===== config.mk =====
export PLATFORM = sky130hd
export DESIGN_NAME = device_control
export DESIGN_NICKNAME = d
export VERILOG_FILES = /design/src/device_control.v
export VERILOG_INCLUDE_DIRS = /design/src
export SDC_FILE = /design/constraint.sdc
export NUM_CORES = 1
export LEC_CHECK = 0
export ABC_AREA = 1
export BUFFER_PORTS_ARGS = -buffer_cell sky130_fd_sc_hd__buf_2
export CAP_MARGIN = 20
export CORE_AREA = 2 2 112 71
export DETAILED_ROUTE_END_ITERATION = 10
export DIE_AREA = 0 0 114 73
export GPL_ROUTABILITY_DRIVEN = 1
export PLACE_DENSITY = 0.86
export SLEW_MARGIN = 15
export SYNTH_ARGS = -nofsm -noshare
export SYNTH_HDL_FRONTEND = slang
export SYNTH_SLANG_ARGS = --single-unit

===== constraint.sdc =====
create_clock -name pclk -period 3.33 [get_ports pclk]
set_input_delay 0.1665 -clock pclk [delete_from_list [all_inputs] [get_ports pclk]]
set_output_delay 0.1665 -clock pclk [all_outputs]
set_load 0.01 [all_outputs]

===== src/devctl_consts.vh =====
/*
 * constants for the mac device control register block: offsets, field
 * positions, reset values and timing counts.
 * assumes a 125 MHz register clock.
 */
`ifndef DEVCTL_CONSTS_VH
`define DEVCTL_CONSTS_VH

// =====================================================================
// register map
`define DEVICE_CONTROL_OFS   12'h000
`define DEVCTL_STATUS_OFS    12'h008

// =====================================================================
// field positions of device_control
`define DUPLEX_SELECT_BIT     0
`define MASTER_GATE_BIT       2
`define SPEED_LO_BIT          8
`define SPEED_HI_BIT          9
`define SPEED_FORCE_BIT       11
`define DUPLEX_FORCE_BIT      12
`define PIN_OVERRIDE_BIT      16
`define PIN_VALUE_BIT         17
`define SPARE_BIT             19
`define PHY_POWERDOWN_BIT     24
`define HOST_TO_MGMT_IRQ_BIT  25
`define HOST_SOFT_RESET_BIT   26
`define RX_PAUSE_ENABLE_BIT   27
`define TX_PAUSE_ENABLE_BIT   28
`define VLAN_TAG_ENABLE_BIT   30
`define ATTACHED_PHY_RST_BIT  31

// writable bits: 0,2,9:8,11,12,16,17,19,24..28,30,31
`define DEVCTL_RW_MASK        32'hDF0B1B05
`define DEVCTL_RESET_VALUE    32'h00000201

// =====================================================================
// speed codes and nvm signature
`define SPEED_10              2'h0
`define SPEED_100             2'h1
`define SPEED_1000            2'h2
`define NVM_SIG_VALID         2'h1

// =====================================================================
// timing
`define CLK_PERIOD_NS         8
`define SOFT_RESET_TIME_NS    1000
`define SOFT_RESET_CYCLES     ((`SOFT_RESET_TIME_NS + `CLK_PERIOD_NS - 1) / `CLK_PERIOD_NS)
`define PHY_RESET_TIME_NS     1000
`define PHY_RESET_CYCLES      ((`PHY_RESET_TIME_NS + `CLK_PERIOD_NS - 1) / `CLK_PERIOD_NS)

`endif


===== src/device_control.v =====
/*
 * device control register of an ethernet mac, reached over apb.
 * holds the control word, the reset sequencer, master gating, speed and
 * duplex resolution and the phy power pin selection.
 * assumes pclk at 125 MHz, presetn asynchronous active low, all other
 * inputs synchronous to pclk; nvm load strobe comes from the loader.
 * assumes zero wait states on apb; the status word sits at 0x008 and is
 * read-only, so writes to it are dropped without an error.
 * assumes software leaves the block alone for the soft reset window;
 * writes inside it are accepted but lost when the window ends.
 * a soft reset also returns status, speed and duplex to reset values.
 * assumes the buffer split register is written only by its owner port.
 */
// Function
// - bit 0 selects duplex when forced; resets to 1, loaded from nvm word 13h.
// - bit 2 blocks new master requests; master-enable status clears when none pending.
// - speed field bits 9:8 resets to 10b; 00=10M, 01=100M, 10=1000M.
// - speed field ignored while automatic speed detection is enabled and neither bit 11 nor speed bypass is set.
// - bit 11 forces speed from field; speed bypass has precedence; nvm loaded.
// - bit 12 forces duplex from bit 0; else sample phy duplex on link rise.
// - bit 16 set drives phy power pin with bit 17; else internal logic.
// - bit 24 with powerdown gate enable powers phy down through the pin.
// - writing 1 to bit 25 pulses interrupt to management engine; self-clears.
// - writing 1 to bit 26 starts host data path reset; clears when done.
// - bit 27 enables acting on pause frames; loaded by auto-negotiation.
// - bit 28 enables sending pause frames; loaded by auto-negotiation.
// - bit 30 enables vlan tag insertion on transmit and strip on receive.
// - bit 31 resets phy then self-clears; only when firmware permit set.
// - soft reset restores most state but keeps buffer split register.
// - nvm fields update only when init word signature equals 01b.
`timescale 1ns/1ps
`include "devctl_consts.vh"

module device_control #(
   parameter SOFT_RESET_CYCLES = `SOFT_RESET_CYCLES,
   parameter PHY_RESET_CYCLES  = `PHY_RESET_CYCLES
) (
   input  wire        pclk,
   input  wire        presetn,
   input  wire        psel,
   input  wire        penable,
   input  wire        pwrite,
   input  wire [11:0] paddr,
   input  wire [31:0] pwdata,
   output wire        pready,
   output wire        pslverr,
   output reg  [31:0] prdata,
   input  wire        nvm_load,
   input  wire [1:0]  nvm_signature,
   input  wire        nvm_duplex_select,
   input  wire        nvm_speed_force,
   input  wire        auto_speed_detect,
   input  wire [1:0]  detected_speed,
   input  wire        speed_bypass,
   input  wire        phy_duplex_indication,
   input  wire        phy_link,
   input  wire        powerdown_gate_enable,
   input  wire        internal_phy_pc,
   input  wire        phy_reset_permit,
   input  wire        autoneg_enable,
   input  wire        autoneg_done,
   input  wire        autoneg_rx_pause,
   input  wire        autoneg_tx_pause,
   input  wire        master_req_in,
   input  wire        master_pending,
   input  wire [15:0] buffer_split_wdata,
   input  wire        buffer_split_we,
   output wire        master_req_out,
   output reg         master_enable_status,
   output reg         mac_full_duplex,
   output reg  [1:0]  mac_speed,
   output wire        phy_power_ctrl_pin,
   output reg         host_to_mgmt_irq,
   output wire        host_soft_reset_active,
   output wire        attached_phy_reset,
   output wire        rx_pause_enable,
   output wire        tx_pause_enable,
   output wire        vlan_tag_enable,
   output reg  [15:0] buffer_split_reg
);

   // ==================================================================
   // apb decode
   localparam [31:0] RW_MASK  = `DEVCTL_RW_MASK;
   localparam [31:0] RST_VAL  = `DEVCTL_RESET_VALUE;
   localparam [11:0] CTRL_OFS = `DEVICE_CONTROL_OFS;
   localparam [11:0] STAT_OFS = `DEVCTL_STATUS_OFS;

   // one-hot reset sequencer states
   localparam [2:0] ST_IDLE  = 3'h1;
   localparam [2:0] ST_HOST_SOFT_RESET = 3'h2;
   localparam [2:0] ST_PHYRST = 3'h4;

   // window lengths, cut on purpose to the width of the down counter
   localparam [31:0] SRST_LEN = SOFT_RESET_CYCLES;
   localparam [31:0] PRST_LEN = PHY_RESET_CYCLES;

   // word decode: the two low address bits are ignored
   function hit;
      input [11:0] a;
      input [11:0] ofs;
      begin
         hit = (a[11:2] == ofs[11:2]);
      end
   endfunction

   wire access   = psel & penable;
   wire wr_ctrl  = access & pwrite & hit(paddr, CTRL_OFS);
   wire rd_known = hit(paddr, CTRL_OFS) | hit(paddr, STAT_OFS);

   // zero wait states; only unmapped words raise an error
   assign pready  = 1'b1;
   assign pslverr = access & ~rd_known;

   reg  [31:0] ctrl_reg;
   reg  [31:0] ctrl_next;
   reg  [2:0]  state_reg;
   reg  [2:0]  state_next;
   reg  [15:0] count_reg;
   reg  [15:0] count_next;
   reg         phy_rst_reg;
   reg         phy_rst_next;
   reg         link_d_reg;

   // soft reset acts as a synchronous clear of the register state
   wire soft_rst = state_reg[1] & (count_reg == 16'h0000);

   // ==================================================================
   // control register update
   always @* begin
      ctrl_next = ctrl_reg;
      // bits 25/26/31 never store a value; they are tracked as events
      ctrl_next[`HOST_TO_MGMT_IRQ_BIT] = 1'b0;
      if (wr_ctrl)
         ctrl_next = pwdata & RW_MASK;
      if (nvm_load && nvm_signature == `NVM_SIG_VALID) begin
         ctrl_next[`DUPLEX_SELECT_BIT] = nvm_duplex_select;
         ctrl_next[`SPEED_FORCE_BIT]   = nvm_speed_force;
      end
      if (autoneg_enable && autoneg_done) begin
         ctrl_next[`RX_PAUSE_ENABLE_BIT] = autoneg_rx_pause;
         ctrl_next[`TX_PAUSE_ENABLE_BIT] = autoneg_tx_pause;
      end
      // self-clearing bits 26 and 31 report the sequencer, not the write; bit 25 reads 0
      ctrl_next[`HOST_TO_MGMT_IRQ_BIT] = 1'b0;
      ctrl_next[`HOST_SOFT_RESET_BIT]  = 1'b0;
      ctrl_next[`ATTACHED_PHY_RST_BIT] = 1'b0;
   end

   always @(posedge pclk or negedge presetn) begin
      if (!presetn)
         ctrl_reg <= `DEVCTL_RESET_VALUE;
      else if (soft_rst)
         ctrl_reg <= RST_VAL;
      else
         ctrl_reg <= ctrl_next;
   end

   // ==================================================================
   // interrupt pulse toward management engine
   always @(posedge pclk or negedge presetn) begin
      if (!presetn)
         host_to_mgmt_irq <= 1'b0;
      else
         host_to_mgmt_irq <= wr_ctrl & pwdata[`HOST_TO_MGMT_IRQ_BIT];
   end

   // ==================================================================
   // soft reset and phy reset sequencer
   // a write inside the window is accepted but lost when the window ends
   wire sw_req  = wr_ctrl & pwdata[`HOST_SOFT_RESET_BIT];
   // without the permit the phy reset request is dropped here
   wire phy_req = wr_ctrl & pwdata[`ATTACHED_PHY_RST_BIT] & phy_reset_permit;

   always @* begin
      state_next   = state_reg;
      count_next   = count_reg;
      phy_rst_next = phy_rst_reg;
      case (state_reg)
         ST_IDLE: begin
            if (sw_req) begin
               state_next   = ST_HOST_SOFT_RESET;
               count_next   = SRST_LEN[15:0] - 16'h0001;
               phy_rst_next = phy_req;
            end else if (phy_req) begin
               state_next   = ST_PHYRST;
               count_next   = PRST_LEN[15:0] - 16'h0001;
               phy_rst_next = 1'b1;
            end
         end
         ST_HOST_SOFT_RESET, ST_PHYRST: begin
            if (count_reg == 16'h0000) begin
               state_next   = ST_IDLE;
               phy_rst_next = 1'b0;
            end else begin
               count_next = count_reg - 16'h0001;
            end
         end
         default: begin
            state_next   = ST_IDLE;
            phy_rst_next = 1'b0;
         end
      endcase
   end

   always @(posedge pclk or negedge presetn) begin
      if (!presetn) begin
         state_reg   <= ST_IDLE;
         count_reg   <= 16'h0000;
         phy_rst_reg <= 1'b0;
      end else begin
         state_reg   <= state_next;
         count_reg   <= count_next;
         phy_rst_reg <= phy_rst_next;
      end
   end

   assign host_soft_reset_active = state_reg[1];
   assign attached_phy_reset     = phy_rst_reg;

   // ==================================================================
   // buffer split register survives soft reset
   always @(posedge pclk or negedge presetn) begin
      if (!presetn)
         buffer_split_reg <= 16'h0000;
      else if (buffer_split_we)
         buffer_split_reg <= buffer_split_wdata;
   end

   // ==================================================================
   // master gating
   wire gate = ctrl_reg[`MASTER_GATE_BIT];
   assign master_req_out = master_req_in & ~gate;

   // status drops only once the gate is up and nothing is left in flight
   always @(posedge pclk or negedge presetn) begin
      if (!presetn)
         master_enable_status <= 1'b1;
      else if (soft_rst)
         master_enable_status <= 1'b1;
      else
         master_enable_status <= ~(gate & ~master_pending);
   end

   // ==================================================================
   // speed and duplex resolution
   // force and bypass both take bits 9:8; otherwise auto detect wins when enabled, else bits 9:8 again
   always @(posedge pclk or negedge presetn) begin
      if (!presetn) begin
         link_d_reg      <= 1'b0;
         mac_full_duplex <= 1'b1;
         mac_speed       <= `SPEED_1000;
      end else if (soft_rst) begin
         link_d_reg      <= phy_link;
         mac_full_duplex <= 1'b1;
         mac_speed       <= `SPEED_1000;
      end else begin
         link_d_reg <= phy_link;
         if (ctrl_reg[`DUPLEX_FORCE_BIT])
            mac_full_duplex <= ctrl_reg[`DUPLEX_SELECT_BIT];
         else if (phy_link && !link_d_reg)
            mac_full_duplex <= phy_duplex_indication;
         if (speed_bypass || ctrl_reg[`SPEED_FORCE_BIT])
            mac_speed <= ctrl_reg[`SPEED_HI_BIT:`SPEED_LO_BIT];
         else if (auto_speed_detect)
            mac_speed <= detected_speed;
         else
            mac_speed <= ctrl_reg[`SPEED_HI_BIT:`SPEED_LO_BIT];
      end
   end

   // ==================================================================
   // phy power pin: override, then powerdown, then internal logic
   assign phy_power_ctrl_pin =
      ctrl_reg[`PIN_OVERRIDE_BIT] ? ctrl_reg[`PIN_VALUE_BIT] :
      (ctrl_reg[`PHY_POWERDOWN_BIT] & powerdown_gate_enable) ? 1'b1 :
      internal_phy_pc;

   assign rx_pause_enable = ctrl_reg[`RX_PAUSE_ENABLE_BIT];
   assign tx_pause_enable = ctrl_reg[`TX_PAUSE_ENABLE_BIT];
   assign vlan_tag_enable = ctrl_reg[`VLAN_TAG_ENABLE_BIT];

   // ==================================================================
   // read path
   wire [31:0] ctrl_view = ctrl_reg
      | (state_reg[1] ? 32'h04000000 : 32'h00000000)
      | (phy_rst_reg ? 32'h80000000 : 32'h00000000);
   wire [31:0] stat_view = {27'h0000000, master_enable_status, mac_speed,
                            mac_full_duplex, attached_phy_reset};

   // read data is taken in the setup cycle so it stands through the access phase
   always @(posedge pclk or negedge presetn) begin
      if (!presetn)
         prdata <= 32'h00000000;
      else if (psel && !penable && !pwrite)
         prdata <= hit(paddr, CTRL_OFS) ? ctrl_view :
                   hit(paddr, STAT_OFS) ? stat_view : 32'h00000000;
   end

endmodule


==> impl_metrics.py <==
metrics = {
    "status": {
        "outcome": "finished clean",
    },
    "hold_path": {
        "hp-class": "primary input to flop",
    },
    "timing": {
        "rsz0062_at_grt": "no",
        "timing.final.ws_setup_ns": 1.47,
        "period_needed_ns": 1.86,
        "final_max_slew_viol_count": 0,
        "max_freq_mhz": 539,
        "slew_headroom_pct": 37.4,
        "hold_viol": 0,
        "fin_tns_setup_ns": 0,
        "clock_skew_ns": 0.00863,
        "fin_crit_sh_pct": 55.7,
        "max_slew.worst_pin.slew_ns": 0.937,
        "finalSetupViolations": 0,
    },
    "floorplan": {
        "fp.dieW_um": 114,
        "num_io_pins": 148,
        "die-area_um2": 8320,
        "core_um2": 7440,
        "dieHeight_um": 73,
        "initial_utilization_pct": 50.6,
        "rows": 25,
    },
    "cells_and_area": {
        "utilization_pct": 62.3,
        "largest_reg_flops": 19,
        "layout-drive-gt1-share_pct": 32.3,
        "fillCellCount": 610,
        "syn_to_final_growth_pct": 23.2,
        "final_design_area_no_fill_um2": 4640,
        "seq_area_um2": 1860,
        "nets": 652,
        "antenna_cells": 0,
        "multi_input_area_um2": 1570,
    },
    "pwr": {
        "powerDensity_nw_per_um2": 494,
        "leakagePower_nw": 2.53,
        "ir_drop_uv": 237,
    },
    "detailed_routing": {
        "wl_met1_mm": 4.16,
        "wl_per_cell_um": 13.6,
        "drcViolationCount": 0,
        "vias": 3492,
        "routed.top_layer": "met4",
        "wl_met2_mm": 3.92,
        "via_per_inst": 5.27,
        "drtIter0Drc": 308,
        "drt-total-wl_mm": 9.03,
        "wl_met3_um": 814,
        "dr.pass1.iters": 5,
        "detail-route-antenna-nets": 0,
    },
    "clock_tree": {
        "cts-resized-gates": 0,
        "cts_tree": "yes",
        "clock_latency_ns": 0.34,
        "cts_sinks": 74,
        "cts.clk_slew.worst_paths_ns": 0.06,
        "clockRootBuffer": "clkbuf_16",
        "numCtsBuffers": 9,
        "htree_num_levels": 3,
        "clk_path_buf_depth": 2,
    },
    "synth": {
        "synth_area_leaders": "dfrtp_1, nand2_1, nand3_1",
        "ys_ff_latch": 74,
        "yosysWarnings": 0,
        "synth_edf_count": 0,
        "ys.flop_type": "dfrtp_1",
        "synth_top_cell_by_area": "dfrtp_1",
        "synth.distinct_cells": 33,
        "avgSynthCellArea_um2": 8.38,
        "ys_async_sr_fraction_pct": 100,
        "synthCells": 449,
        "synth_most_common_cell": "nand2_1",
        "synth_common_cells": "nand2_1, dfrtp_1, nor2_1, inv_1, nand3_1",
        "netlist_area_um2": 3760,
        "synth_fp_nets": 537,
        "seq_area_frac_synth_pct": 49.4,
        "synth_top_area_share_pct": 45.2,
    },
    "global_routing": {
        "grt_pass1_vias": 2995,
        "grt_max_degree": 75,
        "antenna_found_initial": 0,
        "grt_overflow": 0,
        "grt_util_all_layers_pct": 21.7,
        "grt_pass1_wl_mm": 14.0,
    },
    "worst_setup_path": {
        "critPathRequiredTime_ns": 3.60,
        "critPathMaxFanout": 18,
        "cp_num_buf_inv": 1,
        "crit_arrival_ns": 2.12,
        "critPathCaptureType": "flop",
        "critPathTopFamily": "simple AND/OR/NAND/NOR gates",
        "startpoint_type": "flop",
        "cp_cell_sequence": "nor2_2 -> inv_1 -> nor2_2 -> nand3_2 -> nand2_4 -> nand2_1 -> nand2_1",
        "critical_path_class": "flop to flop",
        "cpMaxStageDelayCell": "dfrtp_1",
        "max_stage_delay_ns": 0.45,
    },
    "placed_design": {
        "io_buffers": 127,
        "place_ws_ns": 1.30,
        "dpl_cell_area_um2": 4360,
        "gp_congestion": 0.918,
        "dp_hpwl_mm": 6.41,
    },
    "run": {
        "maxCapViolCount": 0,
    },
}
## power breakdown
part	total, W	switching [W]	leakage (nW)	internal (W)
Sequential	0.000991	0.0000389	0.964	0.000952
Combinational	0.000421	0.000260	1.45	0.000161
Clock	0.000880	0.000377	0.125	0.000504
Total	0.00229	0.000676	2.53	0.00162
## per-layer routing
metal  vias to the layer above  GRT usage, %
li1                       1677             -
met1                      1620          30.6
met2                       182          32.7
met3                        13          5.90
met4                         0          6.78
met5                         -             0
## worst min-delay path: stages
cell     delay (ns)
buf_2          0.08
nor2_1         0.03
nand2_1        0.07
## layout make-up
class                           count  share of cell area (%)
Sequential cell                    74                    40.1
Multi-Input combinational cell    305                    33.8
Timing Repair Buffer              129                    14.1
Clock buffer                       10                    4.94
Inverter                           45                    3.64
Tap cell                           94                    2.54
Clock inverter                      6                   0.890
## per-stage QoR
step	cells	total power, W	hold WS, ns
6_report	663	0.00229	0.0444
5_1_grt	663	0.00240	0.0479
4_1_cts	663	0.00230	0.0346
3_5_place_dp	646	0.00142	0.315
3_3_place_gp	646	0.00140	0.306
2_1_floorplan	449	0.00127	-0.129
## what timing repair did
item / 4_1_cts / 5_1_grt
hold buffers: 1 / 0
endpoints found under the hold margin: 1 / 0
setup buffers: 0 / 0
## cells by family after synthesis
family | after synthesis | share of synthesized area (%)
AOI/OAI and AO/OA | 49 | 7.94
and+or+nand+nor | 233 | 27.3
other | 2 | 0.199
muxes | 18 | 5.35
adders and majority gates | 2 | 0.665
DFF | 74 | 49.4
buffers and inverters | 70 | 8.94
xor gates and xnor gates | 1 | 0.233
## final timing paths
kind                                              to            from  slack (ns)  cells past startpoint
worst max-delay path                    count_reg[0]    state_reg[1]        1.47                      7
worst min-delay path            master_enable_status  master_pending        0.04                      3
worst max register to register          count_reg[0]    state_reg[1]        1.47                      7
worst min register to register            prdata[17]      prdata[17]        0.48                      2
max in group asynchronous               count_reg[6]         presetn        2.67                      2
min in group asynchronous                 prdata[17]         presetn        0.06                      2
## placed cells by master (no fill, tap or decap), types with 2 or more instances in the layout
master / count
mux2_2: 17
dfstp_2: 6
clkbuf_16: 9
a211oi_1: 8
ha_1: 2
nand4_1: 10
nand2_1: 116
dfrtp_1: 68
a21oi_1: 12
nor2_1: 48
clkinv_2: 2
inv_1: 44
clkinvlp_4: 3
nor2_2: 8
nand3_1: 40
buf_2: 127
o31ai_1: 11
nand2_4: 3
conb_1: 2
o21ai_0: 15
or2_2: 2
Note: power is estimated with default switching activity, not from simulation.
